`src/twe_regs.vh`:
```
`ifndef TWE_REGS_VH
`define TWE_REGS_VH

// Task trigger offsets
`define TWE_TASK_BEGIN_RX_OFF 12'h000
`define TWE_TASK_BEGIN_TX_OFF 12'h008
`define TWE_TASK_STOP_OFF 12'h014
`define TWE_TASK_SUSPEND_OFF 12'h01C
`define TWE_TASK_RESUME_OFF 12'h020

// Event flag offsets
`define TWE_EVT_STOPPED_OFF 12'h104
`define TWE_EVT_ERROR_OFF 12'h124
`define TWE_EVT_SUSPENDED_OFF 12'h148
`define TWE_EVT_RX_BEGUN_OFF 12'h14C
`define TWE_EVT_TX_BEGUN_OFF 12'h150
`define TWE_EVT_FINAL_RX_OFF 12'h15C
`define TWE_EVT_FINAL_TX_OFF 12'h160

// Channel route offsets
`define TWE_PUB_STOPPED_OFF 12'h184
`define TWE_PUB_ERROR_OFF 12'h1A4
`define TWE_PUB_SUSPENDED_OFF 12'h1C8
`define TWE_PUB_RX_BEGUN_OFF 12'h1CC
`define TWE_PUB_TX_BEGUN_OFF 12'h1D0
`define TWE_PUB_FINAL_RX_OFF 12'h1DC
`define TWE_PUB_FINAL_TX_OFF 12'h1E0

// Link, interrupt enable and status offsets
`define TWE_LINKS_OFF 12'h200
`define TWE_IRQ_ENABLE_MASK_OFF 12'h300
`define TWE_IRQ_ENABLE_SET_OFF 12'h304
`define TWE_IRQ_ENABLE_CLEAR_OFF 12'h308
`define TWE_STATUS_OFF 12'h400

// Channel route fields
`define TWE_PUB_CHANNEL_INDEX_LSB 0
`define TWE_PUB_CHANNEL_INDEX_W 4
`define TWE_PUB_EN_BIT 31

// Event-to-task link bit positions
`define TWE_LNK_TX_RX_BIT 7
`define TWE_LNK_TX_PAUSE_BIT 8
`define TWE_LNK_TX_HALT_BIT 9
`define TWE_LNK_RX_TX_BIT 10
`define TWE_LNK_RX_PAUSE_BIT 11
`define TWE_LNK_RX_HALT_BIT 12

// Interrupt enable bit positions per event
`define TWE_IE_STOPPED_BIT 1
`define TWE_IE_ERROR_BIT 9
`define TWE_IE_SUSPENDED_BIT 18
`define TWE_IE_RX_BEGUN_BIT 19
`define TWE_IE_TX_BEGUN_BIT 20
`define TWE_IE_FINAL_RX_BIT 23
`define TWE_IE_FINAL_TX_BIT 24

// Reset values
`define TWE_ZERO_RST 32'h00000000

`endif

```
`src/twe_event_ctrl.v`:
```
// The implementer's own choice: the plain strobed port.
`timescale 1ns/1ps
`include "twe_regs.vh"

// What this block does
// - Suspended flag after final byte; traffic halts
// - Flag at start of final receive byte
// - Flag at start of final transmit byte
// - Stopped event routed to chosen enabled channel
// - Other six events routed the same way
// - Final tx byte link triggers receive start
// - Final tx byte link triggers suspend
// - Final tx byte link triggers stop
// - Final rx byte link triggers transmit start
// - Final rx byte link triggers suspend
// - Final rx byte link triggers stop
// - One enable bit per event gates interrupt
// - Set-enable writes ones, reads current enables
// - Set-enable covers all seven events alike
// - Clear-enable writes ones off, reads enables
module twe_event_ctrl #(
  parameter AW = 12,
  parameter CH_W = 4,
  parameter NCH = 16
) (
  // Clock and reset
  input wire ref_clk,
  input wire nrst,
  // Register port
  input wire [AW-1:0] reg_addr,
  input wire [31:0] reg_wdata,
  input wire reg_wr,
  input wire reg_rd,
  output reg [31:0] reg_rdata,
  // Event pulses from the transfer engine
  input wire evt_stopped,
  input wire evt_error,
  input wire evt_suspended,
  input wire evt_rx_begun,
  input wire evt_tx_begun,
  input wire evt_final_rx_byte,
  input wire evt_final_tx_byte,
  // Task pulses from subscribed channels
  input wire sub_begin_rx,
  input wire sub_begin_tx,
  input wire sub_stop,
  input wire sub_suspend,
  input wire sub_resume,
  // Task pulses to the transfer engine
  output reg begin_receive_task,
  output reg begin_transmit_task,
  output reg stop_task,
  output reg suspend_task,
  output reg resume_task,
  // Status
  output reg traffic_halted,
  output reg irq,
  // Event channel requests
  output reg [NCH-1:0] chan_pulse
);

  localparam NEV = 7;

  // Event index order used throughout
  localparam EV_STOPPED = 0;
  localparam EV_ERROR = 1;
  localparam EV_SUSP = 2;
  localparam EV_RXB = 3;
  localparam EV_TXB = 4;
  localparam EV_FRX = 5;
  localparam EV_FTX = 6;

  // Event vector to enable-register layout
  function [31:0] ev_to_word;
    input [NEV-1:0] v;
    begin
      ev_to_word = `TWE_ZERO_RST;
      ev_to_word[`TWE_IE_STOPPED_BIT] = v[EV_STOPPED];
      ev_to_word[`TWE_IE_ERROR_BIT] = v[EV_ERROR];
      ev_to_word[`TWE_IE_SUSPENDED_BIT] = v[EV_SUSP];
      ev_to_word[`TWE_IE_RX_BEGUN_BIT] = v[EV_RXB];
      ev_to_word[`TWE_IE_TX_BEGUN_BIT] = v[EV_TXB];
      ev_to_word[`TWE_IE_FINAL_RX_BIT] = v[EV_FRX];
      ev_to_word[`TWE_IE_FINAL_TX_BIT] = v[EV_FTX];
    end
  endfunction

  // Enable-register layout back to event vector
  function [NEV-1:0] word_to_ev;
    input [31:0] w;
    begin
      word_to_ev = {w[`TWE_IE_FINAL_TX_BIT], w[`TWE_IE_FINAL_RX_BIT],
                    w[`TWE_IE_TX_BEGUN_BIT], w[`TWE_IE_RX_BEGUN_BIT],
                    w[`TWE_IE_SUSPENDED_BIT], w[`TWE_IE_ERROR_BIT],
                    w[`TWE_IE_STOPPED_BIT]};
    end
  endfunction

  // Offset of each event flag
  function [AW-1:0] evt_off;
    input integer i;
    begin
      case (i)
        EV_STOPPED: evt_off = `TWE_EVT_STOPPED_OFF;
        EV_ERROR: evt_off = `TWE_EVT_ERROR_OFF;
        EV_SUSP: evt_off = `TWE_EVT_SUSPENDED_OFF;
        EV_RXB: evt_off = `TWE_EVT_RX_BEGUN_OFF;
        EV_TXB: evt_off = `TWE_EVT_TX_BEGUN_OFF;
        EV_FRX: evt_off = `TWE_EVT_FINAL_RX_OFF;
        default: evt_off = `TWE_EVT_FINAL_TX_OFF;
      endcase
    end
  endfunction

  // Offset of each channel route
  function [AW-1:0] pub_off;
    input integer i;
    begin
      case (i)
        EV_STOPPED: pub_off = `TWE_PUB_STOPPED_OFF;
        EV_ERROR: pub_off = `TWE_PUB_ERROR_OFF;
        EV_SUSP: pub_off = `TWE_PUB_SUSPENDED_OFF;
        EV_RXB: pub_off = `TWE_PUB_RX_BEGUN_OFF;
        EV_TXB: pub_off = `TWE_PUB_TX_BEGUN_OFF;
        EV_FRX: pub_off = `TWE_PUB_FINAL_RX_OFF;
        default: pub_off = `TWE_PUB_FINAL_TX_OFF;
      endcase
    end
  endfunction

  // Task-trigger write: strobe, matching offset, bit 0 set
  // Bus fields passed in, so every caller stays sensitive to them
  function task_hit;
    input wr;
    input [AW-1:0] addr;
    input wd0;
    input [AW-1:0] off;
    begin
      task_hit = wr & (addr == off) & wd0;
    end
  endfunction

  reg [NEV-1:0] flag_r;
  reg [NEV-1:0] flag_nxt;
  reg [NEV-1:0] ie_r;
  reg [NEV-1:0] ie_nxt;
  reg [5:0] links_r;
  reg halted_nxt;
  wire [NEV-1:0] ev_in;
  wire [31:0] pub_word [0:NEV-1];
  wire [NCH-1:0] pub_req [0:NEV-1];
  reg [NCH-1:0] chan_nxt;
  reg [31:0] rd_nxt;
  wire lk_tx_rx;
  wire lk_tx_pause;
  wire lk_tx_halt;
  wire lk_rx_tx;
  wire lk_rx_pause;
  wire lk_rx_halt;
  wire go_rx;
  wire go_tx;
  wire go_stop;
  wire go_susp;
  wire go_resume;
  integer i;
  integer j;
  integer k;

  // final rx byte event taken at byte boundary
  // final tx byte event taken at byte boundary
  assign ev_in = {evt_final_tx_byte, evt_final_rx_byte, evt_tx_begun, evt_rx_begun,
                  evt_suspended, evt_error, evt_stopped};

  // one route unit per event, same layout
  // six more routes share that layout
  genvar g;
  generate
    for (g = 0; g < NEV; g = g + 1) begin : g_pub
      twe_pub_unit #(
        .CH_W(CH_W),
        .NCH(NCH)
      ) u_pub (
        .ref_clk(ref_clk),
        .nrst(nrst),
        .cfg_we(reg_wr & (reg_addr == pub_off(g))),
        .cfg_wdata(reg_wdata),
        .evt_pulse(ev_in[g]),
        .cfg_word(pub_word[g]),
        .chan_req(pub_req[g])
      );
    end
  endgenerate

  // Merge requests; two events on one channel give one pulse
  always @* begin
    chan_nxt = {NCH{1'b0}};
    for (i = 0; i < NEV; i = i + 1) begin
      chan_nxt = chan_nxt | pub_req[i];
    end
  end

  // Link bits in use
  assign lk_tx_rx = links_r[0];
  assign lk_tx_pause = links_r[1];
  assign lk_tx_halt = links_r[2];
  assign lk_rx_tx = links_r[3];
  assign lk_rx_pause = links_r[4];
  assign lk_rx_halt = links_r[5];

  // register, channel and link task sources merge into one pulse; resume has no link source
  assign go_rx = task_hit(reg_wr, reg_addr, reg_wdata[0], `TWE_TASK_BEGIN_RX_OFF) | sub_begin_rx |
                 (evt_final_tx_byte & lk_tx_rx);
  assign go_tx = task_hit(reg_wr, reg_addr, reg_wdata[0], `TWE_TASK_BEGIN_TX_OFF) | sub_begin_tx |
                 (evt_final_rx_byte & lk_rx_tx);
  assign go_stop = task_hit(reg_wr, reg_addr, reg_wdata[0], `TWE_TASK_STOP_OFF) | sub_stop |
                   (evt_final_tx_byte & lk_tx_halt) | (evt_final_rx_byte & lk_rx_halt);
  assign go_susp = task_hit(reg_wr, reg_addr, reg_wdata[0], `TWE_TASK_SUSPEND_OFF) | sub_suspend |
                   (evt_final_tx_byte & lk_tx_pause) | (evt_final_rx_byte & lk_rx_pause);
  assign go_resume = task_hit(reg_wr, reg_addr, reg_wdata[0], `TWE_TASK_RESUME_OFF) | sub_resume;

  // Flags and enables, next values
  always @* begin
    flag_nxt = flag_r;
    ie_nxt = ie_r;
    for (j = 0; j < NEV; j = j + 1) begin
      if (reg_wr && reg_addr == evt_off(j)) begin
        flag_nxt[j] = reg_wdata[0];
      end
    end
    // hardware set wins over a software clear
    flag_nxt = flag_nxt | ev_in;
    // plain enable register writes all bits
    if (reg_wr && reg_addr == `TWE_IRQ_ENABLE_MASK_OFF) begin
      ie_nxt = word_to_ev(reg_wdata);
    end
    // ones set enables, zeros leave them
    // same enable bits for every event
    if (reg_wr && reg_addr == `TWE_IRQ_ENABLE_SET_OFF) begin
      ie_nxt = ie_r | word_to_ev(reg_wdata);
    end
    if (reg_wr && reg_addr == `TWE_IRQ_ENABLE_CLEAR_OFF) begin
      ie_nxt = ie_r & ~word_to_ev(reg_wdata);
    end
  end

  // halted from suspended event until resume
  always @* begin
    halted_nxt = traffic_halted;
    if (go_resume) begin
      halted_nxt = 1'b0;
    end
    if (evt_suspended) begin
      halted_nxt = 1'b1;
    end
  end

  // State registers
  always @(posedge ref_clk or negedge nrst) begin
    if (!nrst) begin
      flag_r <= {NEV{1'b0}};
      ie_r <= {NEV{1'b0}};
      links_r <= 6'h00;
      traffic_halted <= 1'b0;
    end else begin
      flag_r <= flag_nxt;
      ie_r <= ie_nxt;
      traffic_halted <= halted_nxt;
      // link bits clear at reset, set by write
      if (reg_wr && reg_addr == `TWE_LINKS_OFF) begin
        links_r <= {reg_wdata[`TWE_LNK_RX_HALT_BIT], reg_wdata[`TWE_LNK_RX_PAUSE_BIT],
                    reg_wdata[`TWE_LNK_RX_TX_BIT], reg_wdata[`TWE_LNK_TX_HALT_BIT],
                    reg_wdata[`TWE_LNK_TX_PAUSE_BIT], reg_wdata[`TWE_LNK_TX_RX_BIT]};
      end
    end
  end

  // Task and channel pulses, one cycle after their cause
  always @(posedge ref_clk or negedge nrst) begin
    if (!nrst) begin
      begin_receive_task <= 1'b0;
      begin_transmit_task <= 1'b0;
      stop_task <= 1'b0;
      suspend_task <= 1'b0;
      resume_task <= 1'b0;
      chan_pulse <= {NCH{1'b0}};
    end else begin
      begin_receive_task <= go_rx;
      begin_transmit_task <= go_tx;
      // stop while halted is the caller's fault; passed on
      stop_task <= go_stop;
      suspend_task <= go_susp;
      resume_task <= go_resume;
      chan_pulse <= chan_nxt;
    end
  end

  // interrupt from flags that are also enabled
  always @(posedge ref_clk or negedge nrst) begin
    if (!nrst) begin
      irq <= 1'b0;
    end else begin
      irq <= |(flag_nxt & ie_nxt);
    end
  end

  // Read mux; unmapped and task offsets read zero
  always @* begin
    rd_nxt = `TWE_ZERO_RST;
    for (k = 0; k < NEV; k = k + 1) begin
      if (reg_addr == evt_off(k)) begin
        rd_nxt = {31'h00000000, flag_r[k]};
      end
      if (reg_addr == pub_off(k)) begin
        rd_nxt = pub_word[k];
      end
    end
    case (reg_addr)
      `TWE_LINKS_OFF: begin
        rd_nxt[`TWE_LNK_TX_RX_BIT] = links_r[0];
        rd_nxt[`TWE_LNK_TX_PAUSE_BIT] = links_r[1];
        rd_nxt[`TWE_LNK_TX_HALT_BIT] = links_r[2];
        rd_nxt[`TWE_LNK_RX_TX_BIT] = links_r[3];
        rd_nxt[`TWE_LNK_RX_PAUSE_BIT] = links_r[4];
        rd_nxt[`TWE_LNK_RX_HALT_BIT] = links_r[5];
      end
      `TWE_IRQ_ENABLE_MASK_OFF, `TWE_IRQ_ENABLE_SET_OFF, `TWE_IRQ_ENABLE_CLEAR_OFF: begin
        rd_nxt = ev_to_word(ie_r);
      end
      `TWE_STATUS_OFF: begin
        rd_nxt = {30'h00000000, irq, traffic_halted};
      end
      default: begin
        rd_nxt = rd_nxt;
      end
    endcase
  end

  // Read data stand one cycle after the strobe, zero otherwise
  always @(posedge ref_clk or negedge nrst) begin
    if (!nrst) begin
      reg_rdata <= `TWE_ZERO_RST;
    end else if (reg_rd) begin
      reg_rdata <= rd_nxt;
    end else begin
      reg_rdata <= `TWE_ZERO_RST;
    end
  end

endmodule // twe_event_ctrl

```
`src/twe_pub_unit.v`:
```
`timescale 1ns/1ps
`include "twe_regs.vh"

module twe_pub_unit #(
  parameter CH_W = 4,
  parameter NCH = 16
) (
  // Clock and reset
  input wire ref_clk,
  input wire nrst,
  // Configuration write
  input wire cfg_we,
  input wire [31:0] cfg_wdata,
  // Event in
  input wire evt_pulse,
  // Configuration view and channel request
  output wire [31:0] cfg_word,
  output wire [NCH-1:0] chan_req
);

  reg [CH_W-1:0] channel_index_r;
  reg en_r;

  // Channel index and enable, both clear at reset
  always @(posedge ref_clk or negedge nrst) begin
    if (!nrst) begin
      channel_index_r <= {CH_W{1'b0}};
      en_r <= 1'b0;
    end else if (cfg_we) begin
      channel_index_r <= cfg_wdata[`TWE_PUB_CHANNEL_INDEX_LSB +: CH_W];
      en_r <= cfg_wdata[`TWE_PUB_EN_BIT];
    end
  end

  // Unused bits read back as zero
  assign cfg_word = {en_r, {(31-CH_W){1'b0}}, channel_index_r};

  // One-hot request on the chosen channel only while enabled
  genvar g;
  generate
    for (g = 0; g < NCH; g = g + 1) begin : g_ch
      assign chan_req[g] = evt_pulse & en_r & (channel_index_r == g);
    end
  endgenerate

endmodule // twe_pub_unit

```
`config.mk`:
```
export PLATFORM = sky130hd
export DESIGN_NAME = twe_event_ctrl
export DESIGN_NICKNAME = d
export VERILOG_FILES = /design/src/twe_event_ctrl.v /design/src/twe_pub_unit.v
export VERILOG_INCLUDE_DIRS = /design/src
export SDC_FILE = /design/constraint.sdc
export NUM_CORES = 1
export LEC_CHECK = 0
export BUFFER_PORTS_ARGS = -buffer_cell sky130_fd_sc_hd__buf_2
export CORE_MARGIN = 1
export CORE_UTILIZATION = 51
export CTS_BUF_LIST = sky130_fd_sc_hd__clkbuf_4 sky130_fd_sc_hd__clkbuf_8
export CTS_CLUSTER_DIAMETER = 80
export DETAILED_ROUTE_END_ITERATION = 6
export PLACE_DENSITY = 0.91
export SLEW_MARGIN = 15
export SYNTH_ARGS = -nofsm -noshare
export SYNTH_HDL_FRONTEND = slang
export SYNTH_SLANG_ARGS = --single-unit
```
`constraint.sdc`:
```
create_clock -name ref_clk -period 1.5 [get_ports ref_clk]
set_input_delay 0 -clock ref_clk [delete_from_list [all_inputs] [get_ports ref_clk]]
set_output_delay 0 -clock ref_clk [all_outputs]
set_load 0.01 [all_outputs]
```
==> key figures, run 1 <==
Status
  • Status: complete, but fails checks
  • Violated checks: negative setup slack

Yosys
  • Main synth FF type: dfrtp_1
  • Syn Std Cell Area: 5290 um^2
  • Synth cell count leaders: dfrtp_1, nand2_1, nor2_1, mux2_2, a21oi_1
  • Synth Area in XOR/XNOR: 0%
  • Simple-gate share of the synthesized area: between 20 and 25%
  • Largest family of logic cells by synthesized area: simple AND/OR/NAND/NOR gates
  • EDFF count, synth: 0
  • Yosys top cell by area: dfrtp_1
  • Number of synthesized register bits: 94
  • Most instantiated library cell after synthesis: dfrtp_1
  • Post-Synth Adder-Cell Area: 0%
  • Mux contribution to synthesized area: 9.04%
  • Synth cell types: 72
  • Share of the synthesized area in the top cell type: about 45%
  • Synthesized area per cell: 9.73 um^2
  • Fraction of registers with async set/reset: 100%
  • Yosys warns: 0
  • Synth area leaders: dfrtp_1, mux2_2, nand2_1
  • Sequential-to-total area share from yosys stat: 44.5%
  • Post-Synthesis Cells: ~540
  • Synth Area in Compound Gates: 17.0%

Route
  • Initial DRC Count: 709
  • Remaining antenna violation count after routing: 0
  • First-pass DRT Iterations: 6
  • WL/cell: 23.3 um
  • Post-DR vias/cell: 6.53
  • Routed WL: between 20,000 and 25,000 um
  • DRC: 0
  • Via count: 5,684

Die
  • Die W: 104 um
  • Site Rows: 36
  • Core Region: 9910 um^2
  • Boundary pin count: 115
  • Die area: 10,800 um^2
  • Die Height: between 100 and 150 um
  • Starting Density: 53.3%

Power and ir drop
  • Clock power frac: between 30% and 40%
  • Leak: roughly 3.3 nW
  • Power Dens Cells: 670 nW/um^2
  • Switching Fraction: 27.9%
  • P_int: 3.42 mW
  • Reg power frac: 54.0%
  • Comb power frac: a little under an eighth
  • VDD IR max: 576 uV
  • P_sw: around 1.3 mW

Placement
  • Placed Cells: approximately 820
  • Placer Congestion: 1.02
  • Port buffer count: a little over 80
  • Hpwl dp: approximately 15,000 um

Setup path
  • CP max FO: 2
  • Critical Path RT: approximately 1.8 ns
  • Crit. End Element: register
  • Delay of the slowest critical-path stage: approximately 0.40 ns
  • Slowest CP cell: dfrtp_1
  • Arr. time, crit path: 1.79 ns
  • WS Path Type: reg2reg
  • CP bufs+invs: 0
  • CP top delay family: compound AO/OA/AOI/OAI gates
  • Crit-path cells: mux2i_1 -> o21ai_2 -> a32oi_1 -> o2bb2ai_2 -> a221oi_2 -> a2111oi_2
  • Startpoint types: register

STA
  • Layout Skew: 0.0169 ns
  • Final hold viol count: 0
  • Final Slew Violations: 0
  • Minimum clock period: 1.54 ns
  • Setup WS post-layout: -0.0364 ns
  • FMAX: around 650 MHz
  • Final period utilization: 102%
  • Fin Hold WS: 0.0282 ns
  • RSZ-0062 raised after global routing: true
  • Worst Tran Pin Value: 0.563 ns
  • TNS Setup: -0.0703 ns
  • Final setup fails: 3
  • Slew headroom: 62.5%

Clocking
  • H-tree levels: 3
  • Clk root buf: clkbuf_8
  • Worst-path clk slew: 0.10 ns
  • Clk_lat worst skew: between 0.3 and 0.4 ns
  • TritonCTS clock tree: done
  • Clock buffer depth: 2
  • Clk sinks: 94
  • TritonCTS Buffers: 9

Global routing
  • Total GRT Usage: about two fifths
  • Number of antenna violations at the first check in global routing: 0
  • Global-route wire length before repair: 31,100 um
  • Total grt overflow: 0
  • Vias in the first global route: 5,521
  • Largest net degree at the start of global routing: 37

Layout
  • Antenna Cells: 0
  • Area delta synth->final: 34.0%
  • Core Util, Final: 71.5%
  • Share of cells above drive strength 1: a little under two fifths
  • Final std cells w/o fill: 871
  • Nets: between 700 and 800

Flow run
  • Total of max-cap violations: 0

Min path
  • Hold WC Path Type: in2reg
[cell type report]
type                    instances  area (um^2)
inverters                       6         22.5
clock buffers                  10          131
fillers                       719         2830
multi-input cells             418         2900
repair buffers                204         1450
flip-flops and latches         94         2360
clock inverters                 6         55.1
well taps                     133          166
[timing repair]
action | in CTS | in global routing
resized for setup | 4 | 32
buffers inserted | 1 | 6
hold buffers | 26 | 0
endpoints found under the setup margin | 1 | 22
pin swaps | 4 | 17
endpoints found under the hold margin | 130 | 0
[stage by stage]
step                      instance area (um^2)  setup slack (ns)  power (mW)
after floorplan                           5450            -0.372        2.80
after global placement                    6460            -0.354        3.04
after detailed placement                  6460            -0.380        3.05
after CTS                                 6930           -0.0115        4.71
after global routing                      7080           -0.0747        4.90
final                                     7080           -0.0364        4.75
[cells by family (layout without fill, tap and decap cells)]
family	after synthesis	in the layout
flip-flops	94	94
AO/OA/AOI/OAI	126	126
AND/OR/NAND/NOR	233	233
multiplexers	43	43
other	1	16
buffers and inverters	46	226
[power by group through the flow]
stage | clock network, mW | logic [mW] | registers, mW
floorplan | 0 | 0.189 | 2.62
global placement | 0 | 0.423 | 2.61
detailed placement | 0 | 0.438 | 2.61
CTS | 1.65 | 0.493 | 2.56
global route | 1.76 | 0.567 | 2.57
finish | 1.65 | 0.536 | 2.56
[tightest hold or removal path, cell delays in order]
cell and delay [ns]:
buf_6 0.08, or4b_4 0.12, buf_6 0.10, o31ai_1 0.07
[final timing paths]
check                                 start                  end  slack (ns)  cells after the start
worst max-delay path              flag_r[0]         reg_rdata[0]       -0.04                      6
worst min-delay path            reg_addr[2]  begin_transmit_task        0.03                      4
worst max register to register    flag_r[0]         reg_rdata[0]       -0.04                      6
worst min register to register   links_r[4]        reg_rdata[11]        0.53                      1
max in group asynchronous              nrst       chan_pulse[14]        0.81                      3
min in group asynchronous              nrst              ie_r[3]        0.11                      2
[placed cells by master, fill, tap and decap left out, types with 9 or more instances in the layout]
cell type      Yosys  final
nor3_1            16     14
conb_1             1     16
clkbuf_8           0      9
o22ai_1           12     11
dlygate4sd3_1      0     26
a21oi_1           25     23
dfrtp_1           94     88
nand2_1           54     53
nor2b_1           11     11
nand4_1           15     15
o21ai_0           12     11
buf_2              3     78
a22oi_1           14     14
mux2_2            31     29
nand3_1           18     17
nand2b_1          15     14
nor2_1            42     39
buf_4             16     93
a221oi_1          13     11
[flip-flops by register name, summed over array words and instances (netlist names), 6 cells and up]
name / count
reg_rdata: 16
chan_pulse: 16
links_r: 6
g_pub.u_pub.channel_index_r: 28
flag_r: 7
ie_r: 7
g_pub.u_pub.en_r: 7
[layer usage]
metal / global-route usage [%] / vias to the layer above / wire length, um
li1: - / 2418 / -
met1: 52.7 / 2685 / 7780
met2: 55.9 / 486 / 8820
met3: 12.3 / 95 / 2820
met4: 14.1 / 0 / 829
met5: 0 / - / 0
Power figures use the tool's default switching activity.
==> run 2, diff against run 1 <==
Settings changed: MAX_ROUTING_LAYER from default to met4.
==> key figures, run 2 (same netlist as run 1, synthesis figures left out) <==
Status
  • Status: complete, but fails checks
  • Violated checks: negative setup slack

Setup path
  • Critical path startpoint: flag_r[0]
  • R2R Path Start: flag_r[0]
  • Crit. End Element: register
  • Startpoint types: register
  • CP max FO: 2
  • Worst-case reg-to-reg path depth: 6
  • Critical Path RT: around 1.8 ns
  • R2R Setup Slk: -0.06 ns
  • RR Endpoint: reg_rdata[0]
  • WS Path Type: reg2reg
  • Arr. time, crit path: 1.83 ns

Clocking
  • Clk_lat worst skew: 0.40 ns
  • TritonCTS Buffers: 9
  • Worst-path clk slew: ~0.10 ns
  • Clk root buf: clkbuf_8
  • H-tree levels: 3
  • TritonCTS clock tree: done
  • Clk sinks: 94
  • Clock buffer depth: 2

STA
  • TNS Setup: -0.0976 ns
  • Final Slew Violations: 0
  • Final setup fails: 2
  • Final hold viol count: 0
  • Minimum clock period: 1.56 ns
  • Fin Hold WS: 0.0320 ns
  • Layout Skew: 0.00865 ns
  • Setup WS post-layout: -0.0610 ns
  • FMAX: 641 MHz
  • RSZ-0062 raised after global routing: true
  • Final period utilization: 104%

Placement
  • Port buffer count: 82
  • Hpwl dp: 15,200 um
  • Placer Congestion: 0.996

Power and ir drop
  • Clock power frac: 36.7%
  • P_int: between 3 and 4 mW
  • VDD IR max: 920 uV
  • Switching Fraction: a little over a quarter
  • Comb power frac: 10.9%
  • Leak: ~3.4 nW
  • P_sw: 1.33 mW
  • Power Dens Cells: 675 nW/um^2
  • Reg power frac: between 50 and 60%

Layout
  • Antenna Cells: 0
  • Share of cells above drive strength 1: 39.6%
  • Reg with most FFs: g_pub.u_pub.channel_index_r
  • Largest regs: g_pub.u_pub.channel_index_r: 28 flops, chan_pulse: 16 flops, reg_rdata: 16 flops
  • Area delta synth->final: 37.1%
  • Nets: 808
  • Commonest non-fill, non-tap cells in the layout: buf_4, dfrtp_1, buf_2
  • Core Util, Final: 73.1%
  • Filler Cell Count: 676
  • Commonest non-fill, non-tap cell in the layout: buf_4
  • Max reg flops: 28

Die
  • Site Rows: 36
  • Die Height: approximately 100 um
  • Boundary pin count: ~120
  • Die W: 104 um
  • Starting Density: a little over half
  • Die area: about 11,000 um^2
  • Core Region: about 9900 um^2

Global routing
  • Vias in the first global route: 5,761
  • Total GRT Usage: 42.2%
  • Largest net degree at the start of global routing: 46
  • Number of antenna violations at the first check in global routing: 0
  • Global-route wire length before repair: ~33,000 um
  • Total grt overflow: 0

Route
  • DRC: 0
  • Routed WL: 21,400 um
  • First-pass DRT Iterations: 6
  • Post-DR vias/cell: approximately 6.5
  • Remaining antenna violation count after routing: 0
  • WL/cell: 24.1 um
  • Initial DRC Count: 793
  • Via count: 5,764

Flow run
  • Total of max-cap violations: 0

Min path
  • Hold WC Path Type: in2async
run 2: cell type report:
class	count	area [um^2]	area share (%)
clock buffer	9	124	1.71
clock inverter	7	78.8	1.09
inverter	6	22.5	0.311
multi-input combinational	418	2950	40.7
sequential	94	2360	32.5
tap	133	166	2.30
timing repair buffer	219	1540	21.3
run 2: layer usage:
| layer | global-route usage [%] | part of all wire (%) | vias up |
|---|---|---|---|
| met1 | 54.4 | 38 | 2789 |
| li1 | - | - | 2425 |
| met4 | 16.5 | 4.1 | 0 |
| met3 | 16.9 | 14 | 87 |
| met2 | 59.3 | 44 | 463 |
| met5 | - | 0 | - |
run 2: power by group through the flow:
stage	registers, mW	clock network [mW]	logic, mW
2_1_floorplan	2.62	0	0.189
3_3_place_gp	2.61	0	0.421
3_5_place_dp	2.61	0	0.435
4_1_cts	2.56	1.78	0.496
5_1_grt	2.57	1.88	0.563
6_report	2.56	1.79	0.532
run 2: per-stage QoR:
| step | area [um^2] | worst slack, ns | instances | power, mW |
|---|---|---|---|---|
| 3_5_place_dp | 6580 | -0.429 | 838 | 3.05 |
| 5_1_grt | 7240 | -0.0692 | 886 | 5.01 |
| 2_1_floorplan | 5450 | -0.372 | 558 | 2.80 |
| 3_3_place_gp | 6580 | -0.373 | 838 | 3.03 |
| 4_1_cts | 7080 | 0.00415 | 883 | 4.84 |
| 6_report | 7240 | -0.0610 | 886 | 4.89 |
run 2: repair_timing:
item | in CTS | in global routing
pin swaps | 4 | 1
setup endpoints to repair | 2 | 21
buffers inserted | 2 | 3
hold buffers | 27 | 0
hold endpoints to repair | 138 | 0
gates resized for setup | 5 | 32
run 2: worst max-delay path by stage:
stage	end	slack, ns	cells after the start
after floorplan	irq	-0.37	9
after global placement	irq	-0.37	9
after detailed placement	irq	-0.43	7
after CTS	irq	0.004	9
after global routing	irq	-0.07	7
final	reg_rdata[0]	-0.06	6
run 2: critical path, stage by stage (launching register included):
cell and delay [ns]:
dfrtp_1 0.42, mux2i_1 0.14, o21ai_1 0.10, a32oi_1 0.29, o2bb2ai_2 0.12, a221oi_2 0.29
a2111oi_2 0.08
==> run 3, diff against run 2 <==
Settings changed: ABC_AREA from default to 1.
==> key figures, run 3 <==
Yosys
  • Fraction of registers with async set/reset: 100%
  • Yosys top cell by area: dfrtp_1
  • Yosys warns: 0
  • Synth cell types: 46
  • Sequential-to-total area share from yosys stat: ~44%
  • Synthesized area per cell: 7.77 um^2
  • Syn Std Cell Area: 5310 um^2
  • Post-Synthesis Cells: 683
  • Main synth FF type: dfrtp_1
  • Most instantiated library cell after synthesis: nand2_1
  • Share of the synthesized area in the top cell type: 44.3%
  • EDFF count, synth: 0
  • Synth cell count leaders: nand2_1, inv_1, dfrtp_1, nor2_1, nand3_1
  • Synth area leaders: dfrtp_1, nand2_1, inv_1
  • Number of synthesized register bits: 94

Layout
  • Core Util, Final: 72.6%
  • Final instance area: 7190 um^2
  • Antenna Cells: 0
  • Max reg flops: 28
  • Area delta synth->final: 35.5%
  • Largest regs: g_pub.u_pub.channel_index_r: 28 flops, chan_pulse: 16 flops, reg_rdata: 16 flops
  • Final std cells w/o fill: 1,029
  • Nets: about 950
  • Commonest non-fill, non-tap cell in the layout: nand2_1
  • Commonest non-fill, non-tap cells in the layout: nand2_1, inv_1, dfrtp_1
  • Reg with most FFs: g_pub.u_pub.channel_index_r
  • Share of cells above drive strength 1: 28.9%

Status
  • Status: complete, but fails checks
  • Violated checks: design-rule violations

Die
  • Die Height: between 100 and 150 um
  • Die W: 104 um
  • Core Region: 9910 um^2
  • Die area: about 11,000 um^2
  • Site Rows: 36
  • Boundary pin count: 115
  • Starting Density: 53.5%

STA
  • Worst Tran Pin Value: 0.535 ns
  • Layout Skew: 0.00981 ns
  • Slew headroom: 63.9%
  • Minimum clock period: 1.49 ns
  • Final period utilization: between 90% and 100%
  • RSZ-0062 raised after global routing: true
  • Final Slew Violations: 0
  • Final setup fails: 0
  • Final hold viol count: 0
  • Setup WS post-layout: 0.0103 ns
  • FMAX: 671 MHz

Power and ir drop
  • P_sw: approximately 1.4 mW
  • Leak: 3.56 nW
  • Design Power: 4.74 mW
  • Comb power frac: 9.8%
  • Power Dens Cells: around 660 nW/um^2
  • P_int: 3.37 mW
  • VDD IR max: 638 uV
  • Switching Fraction: 28.9%
  • Reg power frac: 54.0%
  • Clock power frac: 36.2%

Global routing
  • Vias in the first global route: 6,047
  • Total GRT Usage: 36.4%
  • Number of antenna violations at the first check in global routing: 0
  • Total grt overflow: 0
  • Global-route wire length before repair: 29,900 um
  • Largest net degree at the start of global routing: 38

Route
  • WL/cell: between 15 and 20 um
  • Routed WL: between 15,000 and 20,000 um
  • DRC: 3
  • First-pass DRT Iterations: 7
  • Initial DRC Count: 551
  • Via count: 6,106
  • Post-DR vias/cell: 5.93
  • Remaining antenna violation count after routing: 0

Min path
  • Hold WC Path Type: in2reg

Placement
  • Dpl ws: -0.262 ns
  • Port buffer count: 82
  • Placed Cells: 983
  • Hpwl dp: 13,400 um
  • Placer Congestion: 0.990
  • Placed Instance Area: between 6000 and 7000 um^2

Clocking
  • TritonCTS clock tree: done
  • Clk root buf: clkbuf_8
  • Worst-path clk slew: about 0.11 ns
  • TritonCTS Buffers: 9
  • Clk sinks: 94
  • Clock buffer depth: 2
  • H-tree levels: 3
  • Clk_lat worst skew: 0.38 ns

Setup path
  • Arr. time, crit path: 1.80 ns
  • CP max FO: 6
  • Startpoint types: input port
  • Crit. End Element: register
  • Delay of the slowest critical-path stage: 0.58 ns
  • Critical Path RT: roughly 1.8 ns
  • WS Path Type: in2reg
  • Slowest CP cell: dlygate4sd3_1
  • Crit-path cells: buf_2 -> inv_1 -> nor4_2 -> buf_4 -> a221o_1 -> dlygate4sd3_1

Flow run
  • Total of max-cap violations: 0
[run 3: changes by cell type in the layout (fill, tap and decap cells not counted), moves of 8 or more]
| cell | change |
|---|---|
| a21oi_1 | -11 |
| a22oi_1 | -11 |
| buf_4 | -18 |
| inv_1 | +90 |
| mux2_2 | -29 |
| nand2_1 | +87 |
| nand2b_1 | -13 |
| nand3_1 | +35 |
| nand4_1 | -8 |
| nor2_1 | +27 |
| nor2b_1 | -11 |
| nor3_1 | +9 |
| o2111ai_1 | +14 |
| o21ai_0 | +36 |
[run 3: metrics by stage]
step,TNS [ns],hold slack [ns]
after global routing,-0.241,0.0383
after detailed placement,-1.53,0.00828
after CTS,0,0.0274
final,0,0.0519
after floorplan,0,-0.296
after global placement,-0.516,0.00904
[run 3: path summary, 6_finish.rpt]
path | startpoint | endpoint | slack [ns] | cells past startpoint
max in group asynchronous | nrst | chan_pulse[10] | 0.76 | 3
min | reg_wdata[31] | g_pub[6].u_pub.en_r | 0.05 | 3
min reg2reg | ie_r[4] | reg_rdata[20] | 0.50 | 2
max reg2reg | g_pub[1].u_pub.channel_index_r[2] | chan_pulse[7] | 0.04 | 8
max | reg_wr | begin_transmit_task | 0.01 | 6
min in group asynchronous | nrst | irq | 0.13 | 2
[run 3: cell type report]
cell class	instances	area (um^2)
clock buffer	9	124
clock inverter	7	67.6
fill	742	2720
inverter	104	390
multi-input combinational	478	2640
sequential	94	2350
tap	133	166
timing repair buffer	204	1450
[run 3: power groups by stage]
stage	Combinational, mW	Clock (mW)	Sequential (mW)
2_1_floorplan	0.157	0	2.61
3_3_place_gp	0.373	0	2.61
3_5_place_dp	0.382	0	2.61
4_1_cts	0.439	1.68	2.56
5_1_grt	0.490	1.80	2.56
6_report	0.463	1.72	2.56
[run 3: worst max-delay path: cells and delay by family]
family / cells / cell delay, ns
compound gates: 1 / 0.13
simple gates: 1 / 0.48
buf+inv: 4 / 1.19
[run 3: routing by layer]
| layer | up-vias | wire length, um | track usage (%) |
|---|---|---|---|
| met5 | - | 0 | - |
| met2 | 478 | 8850 | 57.1 |
| met4 | 0 | 1010 | 18.6 |
| met3 | 113 | 2110 | 8.33 |
| met1 | 2814 | 7220 | 44.0 |
| li1 | 2701 | - | - |
[run 3: timing repair]
| item | CTS | global route |
|---|---|---|
| setup endpoints to repair | 2 | 20 |
| endpoints found under the hold margin | 109 | 0 |
| gates resized for setup | 2 | 40 |
| setup buffers | 0 | 3 |
| pin swaps | 0 | 18 |
| hold buffers | 27 | 0 |
[run 3: logic make-up after synthesis]
group | count (synthesis) | synth area share [%]
compound gates | 137 | 17.5
buf+inv | 126 | 10.1
flops | 94 | 44.3
other cells | 1 | 0.0707
simple gates | 325 | 28.0
